===== src/lbf_params.svh =====
// constants of the led blink and fade channel
`ifndef LBF_PARAMS_SVH
`define LBF_PARAMS_SVH

`define LBF_A_CTRL        12'h000
`define LBF_A_ON_TIME     12'h004
`define LBF_A_ON_LEVEL    12'h008
`define LBF_A_OFF         12'h00C
`define LBF_A_FADE_IN     12'h010
`define LBF_A_FADE_OUT    12'h014
`define LBF_A_STATUS      12'h018

`define LBF_RST_EN        1'b0
`define LBF_RST_PIN       1'b1
`define LBF_RST_LOG       1'b0
`define LBF_RST_DIV       8'h00
`define LBF_RST_ON_TIME   5'h00
`define LBF_RST_ON_LEVEL  8'hFF
`define LBF_RST_OFF       8'h00
`define LBF_RST_FADE_IN   5'h00
`define LBF_RST_FADE_OUT  5'h00

`define LBF_CTRL_EN       0
`define LBF_CTRL_PIN      1
`define LBF_CTRL_LOG      2
`define LBF_CTRL_DIV_LSB  8
`define LBF_CTRL_DIV_MSB  15
`define LBF_OFF_T_MSB     7
`define LBF_OFF_T_LSB     3
`define LBF_OFF_L_MSB     2
`define LBF_OFF_L_LSB     0
`define LBF_SET_MSB       4
`define LBF_STAT_LVL_LSB  8
`define LBF_STAT_LVL_MSB  15

`define LBF_SCALE_LO      14'd64
`define LBF_SCALE_HI      14'd512
`define LBF_RAMP_HI       14'd16
`define LBF_HI_MIN        5'd16
`define LBF_OFF_MUL       8'd4
`define LBF_UNIT_TICKS    8'd255

`endif


===== src/lbf_pkg.sv =====
// types of the led blink and fade channel
package lbf_pkg;
  typedef enum logic [3:0] {
    lbf_st_on   = 4'b0001,
    lbf_st_fall = 4'b0010,
    lbf_st_off  = 4'b0100,
    lbf_st_rise = 4'b1000
  } lbf_state_t;

  typedef struct packed {
    logic tick;
    logic unit;
  } lbf_tick_t;

  typedef struct packed {
    logic [7:0] div;
    logic       log_mode;
    logic       pin_data;
    logic       en;
  } lbf_ctrl_t;
endpackage


===== src/lbf_tick_gen.sv =====
// channel clock enable and 255-period unit pulse
`timescale 1ns/1ps
`default_nettype none
`include "lbf_params.svh"
module lbf_tick_gen
  import lbf_pkg::*;
(
  input  wire logic       clk,
  input  wire logic       sys_rst,
  input  wire logic       restart,
  input  wire logic [7:0] div,
  output var lbf_tick_t   ticks
);
  logic [7:0] div_cnt_q;
  logic [7:0] unit_cnt_q;
  logic       tick_q;
  logic       unit_q;
  logic       tick_d;

  assign tick_d = (div_cnt_q == div);
  assign ticks  = '{tick: tick_q, unit: unit_q};

  // channel clock as enable every div+1 cycles
  always_ff @(posedge clk) begin
    if (sys_rst || restart) begin
      div_cnt_q <= 8'h00;
      tick_q    <= 1'b0;
    end else begin
      div_cnt_q <= tick_d ? 8'h00 : div_cnt_q + 8'h01;
      tick_q    <= tick_d;
    end
  end

  // one unit pulse per 255 channel clock periods
  always_ff @(posedge clk) begin
    if (sys_rst || restart) begin
      unit_cnt_q <= 8'h00;
      unit_q     <= 1'b0;
    end else if (tick_d) begin
      unit_q     <= (unit_cnt_q == `LBF_UNIT_TICKS - 8'h01);
      unit_cnt_q <= (unit_cnt_q == `LBF_UNIT_TICKS - 8'h01) ? 8'h00 : unit_cnt_q + 8'h01;
    end else begin
      unit_q     <= 1'b0;
    end
  end
endmodule
`default_nettype wire


===== src/lbf_channel.sv =====
// led blink and fade channel with apb registers
//
// Behaviour
// - off-time field in bits 7:3; zero means off phase follows pin data
// - off-time 1..15 holds off phase 64 x value x 255 channel clocks
// - off-time 16..31 holds off phase 512 x value x 255 channel clocks
// - linear mode off intensity is four times off-level bits 2:0
// - log mode off intensity is log mapping of four times off-level field
// - fade-in field bits 4:0, upper unused; zero steps straight to on
// - fade-in 1..15 lasts (on - 4 x off) x value x 255 clocks
// - fade-in 16..31 lasts sixteen times the low-range formula
// - fade-out field bits 4:0 resets to zero; zero drops straight off
// - fade-out 1..15 lasts (on - 4 x off) x value x 255 clocks
// - fade-out 16..31 lasts sixteen times the low-range formula
// - on-time 5 bits; zero static by pin data; 64 or 512 scaling
// - linear on intensity equals 8-bit on-level; resets to 0xFF
//
// Our own choices: the APB register port and the placing of the registers.
`timescale 1ns/1ps
`default_nettype none
`include "lbf_params.svh"
module lbf_channel
  import lbf_pkg::*;
(
  input  wire logic        clk,
  input  wire logic        sys_rst,
  input  wire logic [11:0] paddr,
  input  wire logic        psel,
  input  wire logic        penable,
  input  wire logic        pwrite,
  input  wire logic [31:0] pwdata,
  input  wire logic [3:0]  pstrb,
  output logic      [31:0] prdata,
  output logic             pready,
  output logic             pslverr,
  output logic             led_sink_on,
  output logic      [7:0]  led_level
);
  lbf_ctrl_t  ctrl_q;
  logic [4:0] on_time_q;
  logic [7:0] on_level_q;
  logic [7:0] off_q;
  logic [4:0] fade_in_q;
  logic [4:0] fade_out_q;
  logic [31:0] prdata_q;
  logic [31:0] rd_data;
  logic        addr_ok;
  logic        wr_en;
  lbf_state_t  st_q;
  lbf_state_t  st_d;
  logic [7:0]  lvl_q;
  logic [7:0]  lvl_d;
  logic [13:0] timer_q;
  logic [13:0] target;
  logic        hit;
  logic [7:0]  pwm_cnt_q;
  logic [7:0]  led_level_q;
  logic        led_sink_on_q;
  logic [4:0]  off_time;
  logic [7:0]  off_lvl;
  logic [7:0]  applied;
  logic        restart;
  lbf_tick_t   ticks;

  function automatic logic [13:0] phase_len(input logic [4:0] v);
    phase_len = (v < `LBF_HI_MIN) ? 14'(v) * `LBF_SCALE_LO : 14'(v) * `LBF_SCALE_HI;
  endfunction

  function automatic logic [13:0] ramp_step(input logic [4:0] v);
    ramp_step = (v < `LBF_HI_MIN) ? 14'(v) : 14'(v) * `LBF_RAMP_HI;
  endfunction

  // perceptual curve, 0 maps to 0 and 255 to 255
  function automatic logic [7:0] lbf_log(input logic [7:0] x);
    logic [15:0] p;
    p = 16'(x) * (16'(x) + 16'h0001);
    lbf_log = p[15:8];
  endfunction

  // ---------------- apb slave ----------------
  assign wr_en   = psel && penable && pwrite && addr_ok;
  assign pready  = 1'b1;
  assign pslverr = psel && penable && !addr_ok;
  assign prdata  = prdata_q;

  always_comb begin
    addr_ok = 1'b1;
    rd_data = 32'h0000_0000;
    case (paddr)
      `LBF_A_CTRL: begin
        rd_data[`LBF_CTRL_EN]                     = ctrl_q.en;
        rd_data[`LBF_CTRL_PIN]                    = ctrl_q.pin_data;
        rd_data[`LBF_CTRL_LOG]                    = ctrl_q.log_mode;
        rd_data[`LBF_CTRL_DIV_MSB:`LBF_CTRL_DIV_LSB] = ctrl_q.div;
      end
      `LBF_A_ON_TIME:  rd_data[`LBF_SET_MSB:0] = on_time_q;
      `LBF_A_ON_LEVEL: rd_data[7:0] = on_level_q;
      `LBF_A_OFF:      rd_data[7:0] = off_q;
      `LBF_A_FADE_IN:  rd_data[`LBF_SET_MSB:0] = fade_in_q;
      `LBF_A_FADE_OUT: rd_data[`LBF_SET_MSB:0] = fade_out_q;
      `LBF_A_STATUS: begin
        rd_data[3:0]                                 = st_q;
        rd_data[`LBF_STAT_LVL_MSB:`LBF_STAT_LVL_LSB] = led_level_q;
      end
      default: addr_ok = 1'b0;
    endcase
  end

  // read data captured in the setup cycle
  always_ff @(posedge clk) begin
    if (sys_rst) begin
      prdata_q <= 32'h0000_0000;
    end else if (psel && !penable) begin
      prdata_q <= rd_data;
    end
  end

  always_ff @(posedge clk) begin
    if (sys_rst) begin
      ctrl_q     <= '{div: `LBF_RST_DIV, log_mode: `LBF_RST_LOG,
                      pin_data: `LBF_RST_PIN, en: `LBF_RST_EN};
      on_time_q  <= `LBF_RST_ON_TIME;
      on_level_q <= `LBF_RST_ON_LEVEL;
      off_q      <= `LBF_RST_OFF;
      fade_in_q  <= `LBF_RST_FADE_IN;
      fade_out_q <= `LBF_RST_FADE_OUT;
    end else if (wr_en) begin
      case (paddr)
        `LBF_A_CTRL: begin
          if (pstrb[0]) begin
            ctrl_q.en       <= pwdata[`LBF_CTRL_EN];
            ctrl_q.pin_data <= pwdata[`LBF_CTRL_PIN];
            ctrl_q.log_mode <= pwdata[`LBF_CTRL_LOG];
          end
          if (pstrb[1]) begin
            ctrl_q.div <= pwdata[`LBF_CTRL_DIV_MSB:`LBF_CTRL_DIV_LSB];
          end
        end
        `LBF_A_ON_TIME:  if (pstrb[0]) on_time_q <= pwdata[`LBF_SET_MSB:0];
        `LBF_A_ON_LEVEL: if (pstrb[0]) on_level_q <= pwdata[7:0];
        `LBF_A_OFF:      if (pstrb[0]) off_q <= pwdata[7:0];
        `LBF_A_FADE_IN:  if (pstrb[0]) fade_in_q <= pwdata[`LBF_SET_MSB:0];
        `LBF_A_FADE_OUT: if (pstrb[0]) fade_out_q <= pwdata[`LBF_SET_MSB:0];
        default: ;
      endcase
    end
  end

  // ---------------- pattern engine ----------------
  // off-time field position
  assign off_time = off_q[`LBF_OFF_T_MSB:`LBF_OFF_T_LSB];
  // off intensity four times the level field
  assign off_lvl  = 8'(off_q[`LBF_OFF_L_MSB:`LBF_OFF_L_LSB]) * `LBF_OFF_MUL;
  assign restart  = (st_d != st_q) || !ctrl_q.en;

  lbf_tick_gen u_tick (
    .clk     (clk),
    .sys_rst (sys_rst),
    .restart (restart),
    .div     (ctrl_q.div),
    .ticks   (ticks)
  );

  always_comb begin
    case (st_q)
      lbf_st_on:   target = phase_len(on_time_q);
      lbf_st_off:  target = phase_len(off_time);
      lbf_st_rise: target = ramp_step(fade_in_q);
      lbf_st_fall: target = ramp_step(fade_out_q);
      default:     target = phase_len(on_time_q);
    endcase
  end

  assign hit = ticks.unit && (timer_q == target - 14'h0001);

  always_comb begin
    st_d  = st_q;
    lvl_d = lvl_q;
    case (st_q)
      lbf_st_on: begin
        lvl_d = on_level_q;
        // static on phase follows pin data
        if ((on_time_q == 5'h00) ? ctrl_q.pin_data : hit) begin
          if (fade_out_q != 5'h00 && on_level_q > off_lvl) begin
            st_d = lbf_st_fall;
          end else begin
            st_d  = lbf_st_off;
            lvl_d = off_lvl;
          end
        end
      end
      lbf_st_fall: begin
        if (lvl_q <= off_lvl) begin
          st_d  = lbf_st_off;
          lvl_d = off_lvl;
        end else if (hit) begin
          // one level step per step period
          lvl_d = lvl_q - 8'h01;
          if (lvl_d == off_lvl) begin
            st_d = lbf_st_off;
          end
        end
      end
      lbf_st_off: begin
        lvl_d = off_lvl;
        // single shot off phase follows pin data
        if ((off_time == 5'h00) ? !ctrl_q.pin_data : hit) begin
          if (fade_in_q != 5'h00 && on_level_q > off_lvl) begin
            st_d = lbf_st_rise;
          end else begin
            st_d  = lbf_st_on;
            lvl_d = on_level_q;
          end
        end
      end
      lbf_st_rise: begin
        if (lvl_q >= on_level_q) begin
          st_d  = lbf_st_on;
          lvl_d = on_level_q;
        end else if (hit) begin
          // one level step per step period
          lvl_d = lvl_q + 8'h01;
          if (lvl_d == on_level_q) begin
            st_d = lbf_st_on;
          end
        end
      end
      default: begin
        st_d  = lbf_st_on;
        lvl_d = on_level_q;
      end
    endcase
  end

  always_ff @(posedge clk) begin
    if (sys_rst) begin
      st_q    <= lbf_st_on;
      lvl_q   <= `LBF_RST_ON_LEVEL;
      timer_q <= 14'h0000;
    end else if (!ctrl_q.en) begin
      st_q    <= lbf_st_on;
      lvl_q   <= on_level_q;
      timer_q <= 14'h0000;
    end else begin
      st_q    <= st_d;
      lvl_q   <= lvl_d;
      if (st_d != st_q || hit) begin
        timer_q <= 14'h0000;
      end else if (ticks.unit) begin
        timer_q <= timer_q + 14'h0001;
      end
    end
  end

  // ---------------- intensity and pwm ----------------
  // log or linear intensity
  assign applied = ctrl_q.log_mode ? lbf_log(lvl_q) : lvl_q;

  always_ff @(posedge clk) begin
    if (sys_rst) begin
      led_level_q <= 8'h00;
    end else begin
      led_level_q <= ctrl_q.en ? applied : 8'h00;
    end
  end

  always_ff @(posedge clk) begin
    if (sys_rst) begin
      pwm_cnt_q     <= 8'h00;
      led_sink_on_q <= 1'b0;
    end else if (ticks.tick) begin
      pwm_cnt_q     <= pwm_cnt_q + 8'h01;
      led_sink_on_q <= ctrl_q.en && (pwm_cnt_q < led_level_q);
    end else if (!ctrl_q.en) begin
      led_sink_on_q <= 1'b0;
    end
  end

  assign led_sink_on = led_sink_on_q;
  assign led_level   = led_level_q;

  // ---------------- assertions ----------------
  AST_OFF_SINGLE_SHOT: assert property (@(posedge clk) disable iff (sys_rst)
    (ctrl_q.en && st_q == lbf_st_off && off_time == 5'h00 && ctrl_q.pin_data)
      |=> st_q == lbf_st_off)
    else $error("off phase left while single shot and pin high");

  AST_OFF_LO_LEN: assert property (@(posedge clk) disable iff (sys_rst)
    (ctrl_q.en && st_q == lbf_st_off && st_d != lbf_st_off
     && off_time != 5'h00 && off_time < `LBF_HI_MIN)
      |-> ticks.unit && timer_q == 14'(off_time) * `LBF_SCALE_LO - 14'h0001)
    else $error("short off phase ended at wrong count");

  AST_OFF_HI_LEN: assert property (@(posedge clk) disable iff (sys_rst)
    (ctrl_q.en && st_q == lbf_st_off && st_d != lbf_st_off && off_time >= `LBF_HI_MIN)
      |-> ticks.unit && timer_q == 14'(off_time) * `LBF_SCALE_HI - 14'h0001)
    else $error("long off phase ended at wrong count");

  AST_OFF_LIN_LVL: assert property (@(posedge clk) disable iff (sys_rst)
    (ctrl_q.en && !ctrl_q.log_mode && st_q == lbf_st_off && st_d == lbf_st_off)
      ##1 (ctrl_q.en && !ctrl_q.log_mode)
      |=> led_level_q == 8'($past(off_q[`LBF_OFF_L_MSB:`LBF_OFF_L_LSB], 2)) * `LBF_OFF_MUL)
    else $error("linear off intensity wrong");

  AST_OFF_LOG_LVL: assert property (@(posedge clk) disable iff (sys_rst)
    (ctrl_q.en && ctrl_q.log_mode && st_q == lbf_st_off && $stable(off_q))
      |=> led_level_q == lbf_log($past(off_lvl)))
    else $error("log off intensity wrong");

  AST_RISE_SKIP: assert property (@(posedge clk) disable iff (sys_rst)
    (ctrl_q.en && st_q == lbf_st_off && st_d != lbf_st_off && fade_in_q == 5'h00)
      |=> st_q == lbf_st_on && lvl_q == $past(on_level_q))
    else $error("zero fade-in did not step to on");

  AST_RISE_STEP: assert property (@(posedge clk) disable iff (sys_rst)
    (ctrl_q.en && st_q == lbf_st_rise && lvl_q < on_level_q && !hit)
      |=> lvl_q == $past(lvl_q))
    else $error("fade-in level moved between steps");

  AST_RISE_HI_STEP: assert property (@(posedge clk) disable iff (sys_rst)
    (ctrl_q.en && st_q == lbf_st_rise && fade_in_q >= `LBF_HI_MIN && hit)
      |-> timer_q == 14'(fade_in_q) * `LBF_RAMP_HI - 14'h0001)
    else $error("long fade-in step at wrong count");

  AST_FALL_STEP: assert property (@(posedge clk) disable iff (sys_rst)
    (ctrl_q.en && st_q == lbf_st_fall && lvl_q > off_lvl && hit)
      |=> lvl_q == $past(lvl_q) - 8'h01)
    else $error("fade-out step did not lower level by one");

  AST_FALL_HI_STEP: assert property (@(posedge clk) disable iff (sys_rst)
    (ctrl_q.en && st_q == lbf_st_fall && fade_out_q >= `LBF_HI_MIN && hit)
      |-> timer_q == 14'(fade_out_q) * `LBF_RAMP_HI - 14'h0001)
    else $error("long fade-out step at wrong count");

  AST_CYCLE_ORDER: assert property (@(posedge clk) disable iff (sys_rst)
    (ctrl_q.en && st_q == lbf_st_on && st_d != lbf_st_on)
      |=> st_q == lbf_st_fall || st_q == lbf_st_off)
    else $error("on phase not followed by fade-out or off");
endmodule
`default_nettype wire


===== config.mk =====
export PLATFORM = sky130hd
export DESIGN_NAME = lbf_channel
export DESIGN_NICKNAME = d
export VERILOG_FILES = /design/src/lbf_pkg.sv /design/src/lbf_tick_gen.sv /design/src/lbf_channel.sv
export VERILOG_INCLUDE_DIRS = /design/src
export SDC_FILE = /design/constraint.sdc
export NUM_CORES = 1
export LEC_CHECK = 0
export ABC_AREA = 1
export BUFFER_PORTS_ARGS = -buffer_cell sky130_fd_sc_hd__buf_4
export CORE_MARGIN = 2
export CORE_UTILIZATION = 35
export CTS_BUF_LIST = sky130_fd_sc_hd__clkbuf_8
export DETAILED_ROUTE_END_ITERATION = 10
export GPL_TIMING_DRIVEN = 0
export PLACE_DENSITY = 0.51
export SYNTH_ARGS = -nofsm -noshare
export SYNTH_HDL_FRONTEND = slang
export SYNTH_HIERARCHICAL = 1
export SYNTH_SLANG_ARGS = --single-unit
export TNS_END_PERCENT = 100

===== constraint.sdc =====
create_clock -name clk -period 4.88 [get_ports clk]
set_input_delay 1.22 -clock clk [delete_from_list [all_inputs] [get_ports clk]]
set_output_delay 1.22 -clock clk [all_outputs]
set_load 0.01 [all_outputs]

==> results.sh, run 1 <==
export IMPL_outcome="finished clean"
export IMPL_wirelength_um=34500
export IMPL_grt_util_all_layers_pct=22.0
export IMPL_die_y_um=177
export IMPL_async_reset_ff_share_pct=0
export IMPL_r2r_end="led_level[5]"
export IMPL_seq_area_um2=2400
export IMPL_drt_pass1_iter_count=5
export IMPL_clock_path_buffers=2
export IMPL_antenna_found_initial=0
export IMPL_setup_viol=0
export IMPL_ant_nets=0
export IMPL_rr_worst_depth=21
export IMPL_fin_setup_tns_ns=0
export IMPL_timing_hold_violations_final=0
export IMPL_nets=1843
export IMPL_slew_headroom_pct=44.6
export IMPL_syn_area_per_cell_um2=6.88
export IMPL_numCtsBuffers=17
export IMPL_core_um2=29600
export IMPL_rsz0062_at_grt="yes"
export IMPL_crit_path_end="led_level[5]"
export IMPL_initial_core_util_pct=35.5
export IMPL_power_uw=2170
export IMPL_wl_per_cell_um=16.6
export IMPL_clock_sinks=119
export IMPL_cp_startpoint="lvl_q[5]"
export IMPL_netlist_area_um2=10500
export IMPL_num_rows=63
export IMPL_end_kind="flip-flop"
export IMPL_cts_hold_buf=0
export IMPL_grt_pass1_wl_um=53300
export IMPL_instances_no_fill=2080
export IMPL_netSwitchingPower_uw=526
export IMPL_p_int_uw=1650
export IMPL_clkLatencyLatePin_ns=0.47
export IMPL_syn_to_final_growth_pct=22.5
export IMPL_power_frac_comb_pct=4.8
export IMPL_globalplace_congestion=0.924
export IMPL_arrival_ns=5.23
export IMPL_synth_yosys_seq_area_share_pct=22.6
export IMPL_route_detailed_drc=0
export IMPL_worst_pin_slew_ns=0.828
export IMPL_layout_common_cells="nand2_1 (284), inv_1 (257), nor2_1 (162)"
export IMPL_min_period_over_period_pct=99.6
export IMPL_final_common_cell="nand2_1"
export IMPL_ir_drop_mv=0.125
export IMPL_grt_pass1_vias=9590
export IMPL_diodes=0
export IMPL_hpwl_um=26400
export IMPL_p_clk_share_pct=50.3
export IMPL_port_buffers=60
export IMPL_critPathLaunchType="flip-flop"
export IMPL_dp_cells=1995
export IMPL_vias=10300
export IMPL_place_ws_ns=-0.821
export IMPL_crit_type="reg -> reg"
export IMPL_slew_violations=0
export IMPL_r2r_slack_ns=0.02
export IMPL_synth_edf_count=0
export IMPL_drv_cap=0
export IMPL_rr_startpoint="lvl_q[5]"
export IMPL_first_iter_violations=795
export IMPL_powerDensity_nw_per_um2=168
export IMPL_period_needed_ns=4.86
export IMPL_fin_ws_ns=0.0192
export IMPL_die_w_um=177
export IMPL_crit_required_ns=5.25
export IMPL_p_sw_share_pct=24.2
export IMPL_synth_cells=1530
export IMPL_multi_input_area_um2=7150
export IMPL_cts_tree="built"
export IMPL_ys_seq_elements=119
export IMPL_grt_max_degree=17
export IMPL_vias_per_cell=4.97
export IMPL_skew_ns=0.0235
export IMPL_worstPathMaxFanout=4
export IMPL_die_area_um2=31500
export IMPL_synthFlopType="dfxtp_1"
export IMPL_seqPwrFrac_pct=44.9
export IMPL_grt_overflow=0
export IMPL_clkTransAtPathRegs_ns=0.09
export IMPL_clock_fmax_mhz=206
export IMPL_drive_above_1_share_pct=20.0
export IMPL_power_leakage_uw=0.00615
export IMPL_root_buffer="clkbuf_8"
export IMPL_htree_levels=4
export IMPL_synth_distinct_cells=58
export IMPL_fill_cells=3127
export IMPL_pin_count=96
export IMPL_yosysWarnings=6
export IMPL_min_path_type="reg -> reg"
==> routing by layer <==
layer	track usage, %	share of wire, %	vias up
met1	32.3	49	4803
met3	5.72	8.6	37
li1	-	-	5145
met4	5.81	1.8	0
met5	0	0	-
met2	31.6	40	353
==> sequential cells by signal, indices dropped and copies added (netlist names) <==
signal	count
prdata	16
timer_q	14
ctrl_q	11
led_level	8
lvl_q	8
off_q	8
on_level_q	8
pwm_cnt_q	8
u_tick/div_cnt_q	8
u_tick/unit_cnt_q	8
fade_in_q	5
fade_out_q	5
on_time_q	5
st_q	4
led_sink_on	1
u_tick/tick_q	1
u_tick/unit_q	1
==> timing repair <==
action                     CTS  global route
pin swaps                   22            42
setup endpoints to repair    8             8
buffers inserted            37            19
cloned                       0             0
gates resized for setup     61            43
==> through the flow <==
step / utilization (%) / hold WS (ns) / area (µm²)
final: 43.5 / 0.466 / 12900
after CTS: 42.4 / 0.465 / 12600
after global placement: 39.1 / 0.449 / 11600
after floorplan: - / 0.427 / 10600
after global routing: 43.5 / 0.487 / 12900
after detailed placement: 39.1 / 0.454 / 11600
==> kinds of logic after synthesis <==
kind of cell / share of synthesized area, %
multiplexers: 0.0950
flip-flops: 22.6
buffers and inverters: 13.5
other: 0.0713
AO/OA/AOI/OAI: 12.0
XOR/XNOR: 3.91
adder cells (fa/ha/maj): 16.2
AND/OR/NAND/NOR: 31.7
==> worst min path at each step <==
stage	start	end	slack (ns)	depth (start not counted)
6_report	pwm_cnt_q[7]	pwm_cnt_q[7]	0.47	1
5_1_grt	prdata[2]	prdata[2]	0.49	2
4_1_cts	pwm_cnt_q[7]	pwm_cnt_q[7]	0.47	1
3_5_place_dp	pwm_cnt_q[7]	pwm_cnt_q[7]	0.45	1
3_3_place_gp	pwm_cnt_q[7]	pwm_cnt_q[7]	0.45	1
2_1_floorplan	pwm_cnt_q[7]	pwm_cnt_q[7]	0.43	1
==> power groups by stage <==
stage / logic [µW] / registers (µW) / clock network [µW]
floorplan: 42.4 / 1000 / 0
global placement: 101 / 1000 / 0
detailed placement: 101 / 1000 / 0
CTS: 102 / 976 / 1110
global route: 111 / 977 / 1150
finish: 103 / 976 / 1090
==> Yosys cell counts, types with 4 or more instances <==
| master | instances | area, µm² |
|---|---|---|
| nand2_1 | 289 | 1080 |
| inv_1 | 273 | 1020 |
| nor2_1 | 164 | 616 |
| dfxtp_1 | 119 | 2380 |
| nand3_1 | 102 | 510 |
| ha_1 | 72 | 901 |
| o21ai_0 | 64 | 320 |
| a21oi_1 | 47 | 235 |
| fa_1 | 40 | 801 |
| a211oi_1 | 35 | 263 |
| xor2_1 | 30 | 263 |
| clkbuf_1 | 28 | 105 |
| nor2_2 | 28 | 175 |
| nor3_1 | 27 | 135 |
| nand4_1 | 23 | 144 |
| buf_4 | 20 | 150 |
| nor2_4 | 17 | 191 |
| o22ai_1 | 17 | 106 |
| o221ai_1 | 12 | 105 |
| nand2_2 | 11 | 68.8 |
| inv_2 | 10 | 37.5 |
| xnor2_1 | 10 | 87.6 |
| nand3b_1 | 9 | 67.6 |
| clkinv_1 | 7 | 26.3 |
| nand3_2 | 7 | 70.1 |
| nor4_1 | 5 | 31.3 |
| o211ai_1 | 5 | 37.5 |
| buf_2 | 4 | 20.0 |
| o21bai_1 | 4 | 30.0 |
| or2_2 | 4 | 25.0 |
==> critical path, cell delays in order (launching register included) <==
cell and delay [ns]:
dfxtp_1 0.45, inv_1 0.21, nor3_4 0.19, nand2_2 0.11, ha_4 0.32, nor2_2 0.05
fa_1 0.48, inv_1 0.05, fa_1 0.46, fa_1 0.49, inv_1 0.05, fa_1 0.43
ha_1 0.33, inv_2 0.09, o21bai_4 0.07, a21oi_4 0.24, inv_2 0.07, a21oi_2 0.17
o21ai_1 0.08, xor2_1 0.18, o21ai_1 0.17, inv_1 0.06
==> area by class of cell <==
| type | instances | share of cell area (%) |
|---|---|---|
| well taps | 390 | 3.78 |
| clock inverters | 12 | 1.55 |
| repair buffers | 116 | 6.81 |
| inverters | 291 | 8.76 |
| plain buffers | 54 | 3.05 |
| flip-flops and latches | 119 | 18.6 |
| multi-input cells | 1079 | 55.4 |
| clock buffers | 19 | 2.03 |
No activity file was read; power rests on OpenSTA's default activity.
==> run 2: changes to the inputs <==
--- a/config.mk
+++ b/config.mk
@@ -13,7 +13,7 @@
 export CTS_BUF_LIST = sky130_fd_sc_hd__clkbuf_8
 export DETAILED_ROUTE_END_ITERATION = 10
 export GPL_TIMING_DRIVEN = 0
-export PLACE_DENSITY = 0.51
+export PLACE_DENSITY_LB_ADDON = 0.08
 export SYNTH_ARGS = -nofsm -noshare
 export SYNTH_HDL_FRONTEND = slang
 export SYNTH_HIERARCHICAL = 1
==> constraint.sdc (replaced) <==
create_clock -name clk -period 4.88 [get_ports clk]
set_input_delay 0.244 -clock clk [delete_from_list [all_inputs] [get_ports clk]]
set_output_delay 0.244 -clock clk [all_outputs]
set_load 0.01 [all_outputs]
==> run 2 against run 1 <==
  * Worst setup slack improved by 0.044 ns
  * Register-to-register slack improved by 0.04 ns
  * Critical path depth is 1 lower
  * Combinational power hardly changed
  * Non-clock buffer count is 9 lower
  * Clock skew down 0.0059 ns
  * Count of clock-buffer cells in the layout is 1 higher
  * Die area stayed put
  * Sequential power about the same
  * First-iteration DRC count is 3.1% higher
  * Clock power about the same
  * Cell count fell by 0.38%
  * Critical endpoint is now led_level[6]
  * Largest cell class unchanged
  * Largest power group unchanged
==> results.sh, run 2 (synthesis results as in run 1) <==
export IMPL_root_buffer="clkbuf_8"
export IMPL_drt_pass1_iter_count=5
export IMPL_grt_overflow=0
export IMPL_grt_util_all_layers_pct=22.4
export IMPL_htree_levels=4
export IMPL_die_w_um=177
export IMPL_clkLatencyLatePin_ns=0.46
export IMPL_wirelength_um=34500
export IMPL_hpwl_um=27100
export IMPL_vias_per_cell=4.93
export IMPL_num_rows=63
export IMPL_clock_path_buffers=2
export IMPL_first_iter_violations=820
export IMPL_vias=10200
export IMPL_final_common_cell="nand2_1"
export IMPL_wl_per_cell_um=16.7
export IMPL_crit_required_ns=5.27
export IMPL_instances_no_fill=2072
export IMPL_ir_drop_mv=0.124
export IMPL_numCtsBuffers=17
export IMPL_dp_cells=1995
export IMPL_drive_above_1_share_pct=19.2
export IMPL_initial_core_util_pct=35.5
export IMPL_ant_nets=0
export IMPL_diodes=0
export IMPL_antenna_found_initial=0
export IMPL_arrival_ns=5.21
export IMPL_crit_top_cell="fa_1"
export IMPL_end_kind="flip-flop"
export IMPL_multi_input_area_um2=7070
export IMPL_timing_hold_violations_final=0
export IMPL_cp_cell_sequence="clkbuf_16 -> buf_4 -> nand3_2 -> ha_4 -> inv_8 -> nand2_1 -> fa_1 -> fa_1 -> inv_1 -> fa_1 -> fa_1 -> ha_4 -> a21oi_4 -> o21bai_4 -> a21oi_4 -> o221ai_2 -> and2_1 -> o21ai_0 -> o211ai_1 -> inv_1"
export IMPL_min_path_type="in -> reg"
export IMPL_power_uw=2190
export IMPL_rsz0062_at_grt="yes"
export IMPL_crit_type="reg -> reg"
export IMPL_slowest_stage="fa_1"
export IMPL_clock_sinks=119
export IMPL_max_stage_delay_ns=0.60
export IMPL_syn_to_final_growth_pct=21.2
export IMPL_cts_tree="built"
export IMPL_core_um2=29600
export IMPL_powerDensity_nw_per_um2=172
export IMPL_seq_area_um2=2400
export IMPL_nets=1834
export IMPL_drv_cap=0
export IMPL_globalplace_congestion=0.901
export IMPL_clock_fmax_mhz=208
export IMPL_fin_setup_tns_ns=0
export IMPL_worst_pin_slew_ns=0.892
export IMPL_layout_common_cells="nand2_1 (284), inv_1 (259), nor2_1 (161)"
export IMPL_whs_ns=0.0263
export IMPL_worstPathMaxFanout=8
export IMPL_critPathLaunchType="flip-flop"
export IMPL_route_detailed_drc=0
export IMPL_port_buffers=60
export IMPL_slew_violations=0
export IMPL_pin_count=96
export IMPL_outcome="finished clean"
export IMPL_power_leakage_uw=0.00610
export IMPL_grt_pass1_vias=9690
export IMPL_setup_viol=0
export IMPL_clkTransAtPathRegs_ns=0.08
export IMPL_fill_cells=3143
export IMPL_largest_reg_flops=16
export IMPL_post_route_util_pct=43.1
export IMPL_grt_pass1_wl_um=53800
export IMPL_skew_ns=0.0176
export IMPL_min_period_over_period_pct=98.7
export IMPL_die_area_um2=31500
export IMPL_grt_max_degree=17
export IMPL_die_y_um=177
export IMPL_period_needed_ns=4.82
export IMPL_slew_headroom_pct=39.9
run 2: cell type report:
cell class,count,share of cell area [%]
multi-input cells,1079,55.4
flip-flops and latches,119,18.8
inverters,291,8.82
repair buffers,106,6.29
well taps,390,3.82
plain buffers,55,3.18
clock buffers,20,2.16
clock inverters,12,1.56
run 2: through the flow:
stage / worst slack [ns] / area [µm²]
6_report: 0.0636 / 12800
4_1_cts: 0.000389 / 12600
5_1_grt: -0.138 / 12800
2_1_floorplan: 0.00843 / 10600
3_5_place_dp: -0.950 / 11600
3_3_place_gp: -0.917 / 11600
run 2: path summary, 6_finish.rpt:
check | from | end | slack (ns) | cells past startpoint
setup / recovery | lvl_q[3] | led_level[6] | 0.06 | 20
hold / removal | pwdata[6] | on_level_q[6] | 0.03 | 3
setup reg to reg | lvl_q[3] | led_level[6] | 0.06 | 20
hold reg to reg | prdata[3] | prdata[3] | 0.48 | 2
run 2: routing by layer:
layer / share of wire (%) / global-route usage (%)
met5: 0.32 / 2.56
met4: 1.2 / 5.19
met3: 7.8 / 5.01
met2: 41 / 33.0
met1: 49 / 32.6
run 2: critical path: cells and delay by family (launching register included):
| family | cells | cell delay, ns |
|---|---|---|
| compound gates | 6 | 0.95 |
| fa+ha+maj | 6 | 2.56 |
| simple gates | 3 | 0.34 |
| buf+inv | 5 | 0.53 |
| flops | 1 | 0.37 |
run 2: repair_timing:
action / 4_1_cts / 5_1_grt
endpoints found under the setup margin: 8 / 7
hold buffers: 0 / 0
endpoints found under the hold margin: 0 / 0
pin swaps: 28 / 27
setup buffers: 35 / 11
gates resized for setup: 60 / 30
run 2: power by group:
| part | switching [µW] | internal, µW | total (µW) |
|---|---|---|---|
| Clock | 464 | 648 | 1110 |
| Combinational | 62.0 | 42.4 | 104 |
| Sequential | 3.81 | 973 | 976 |
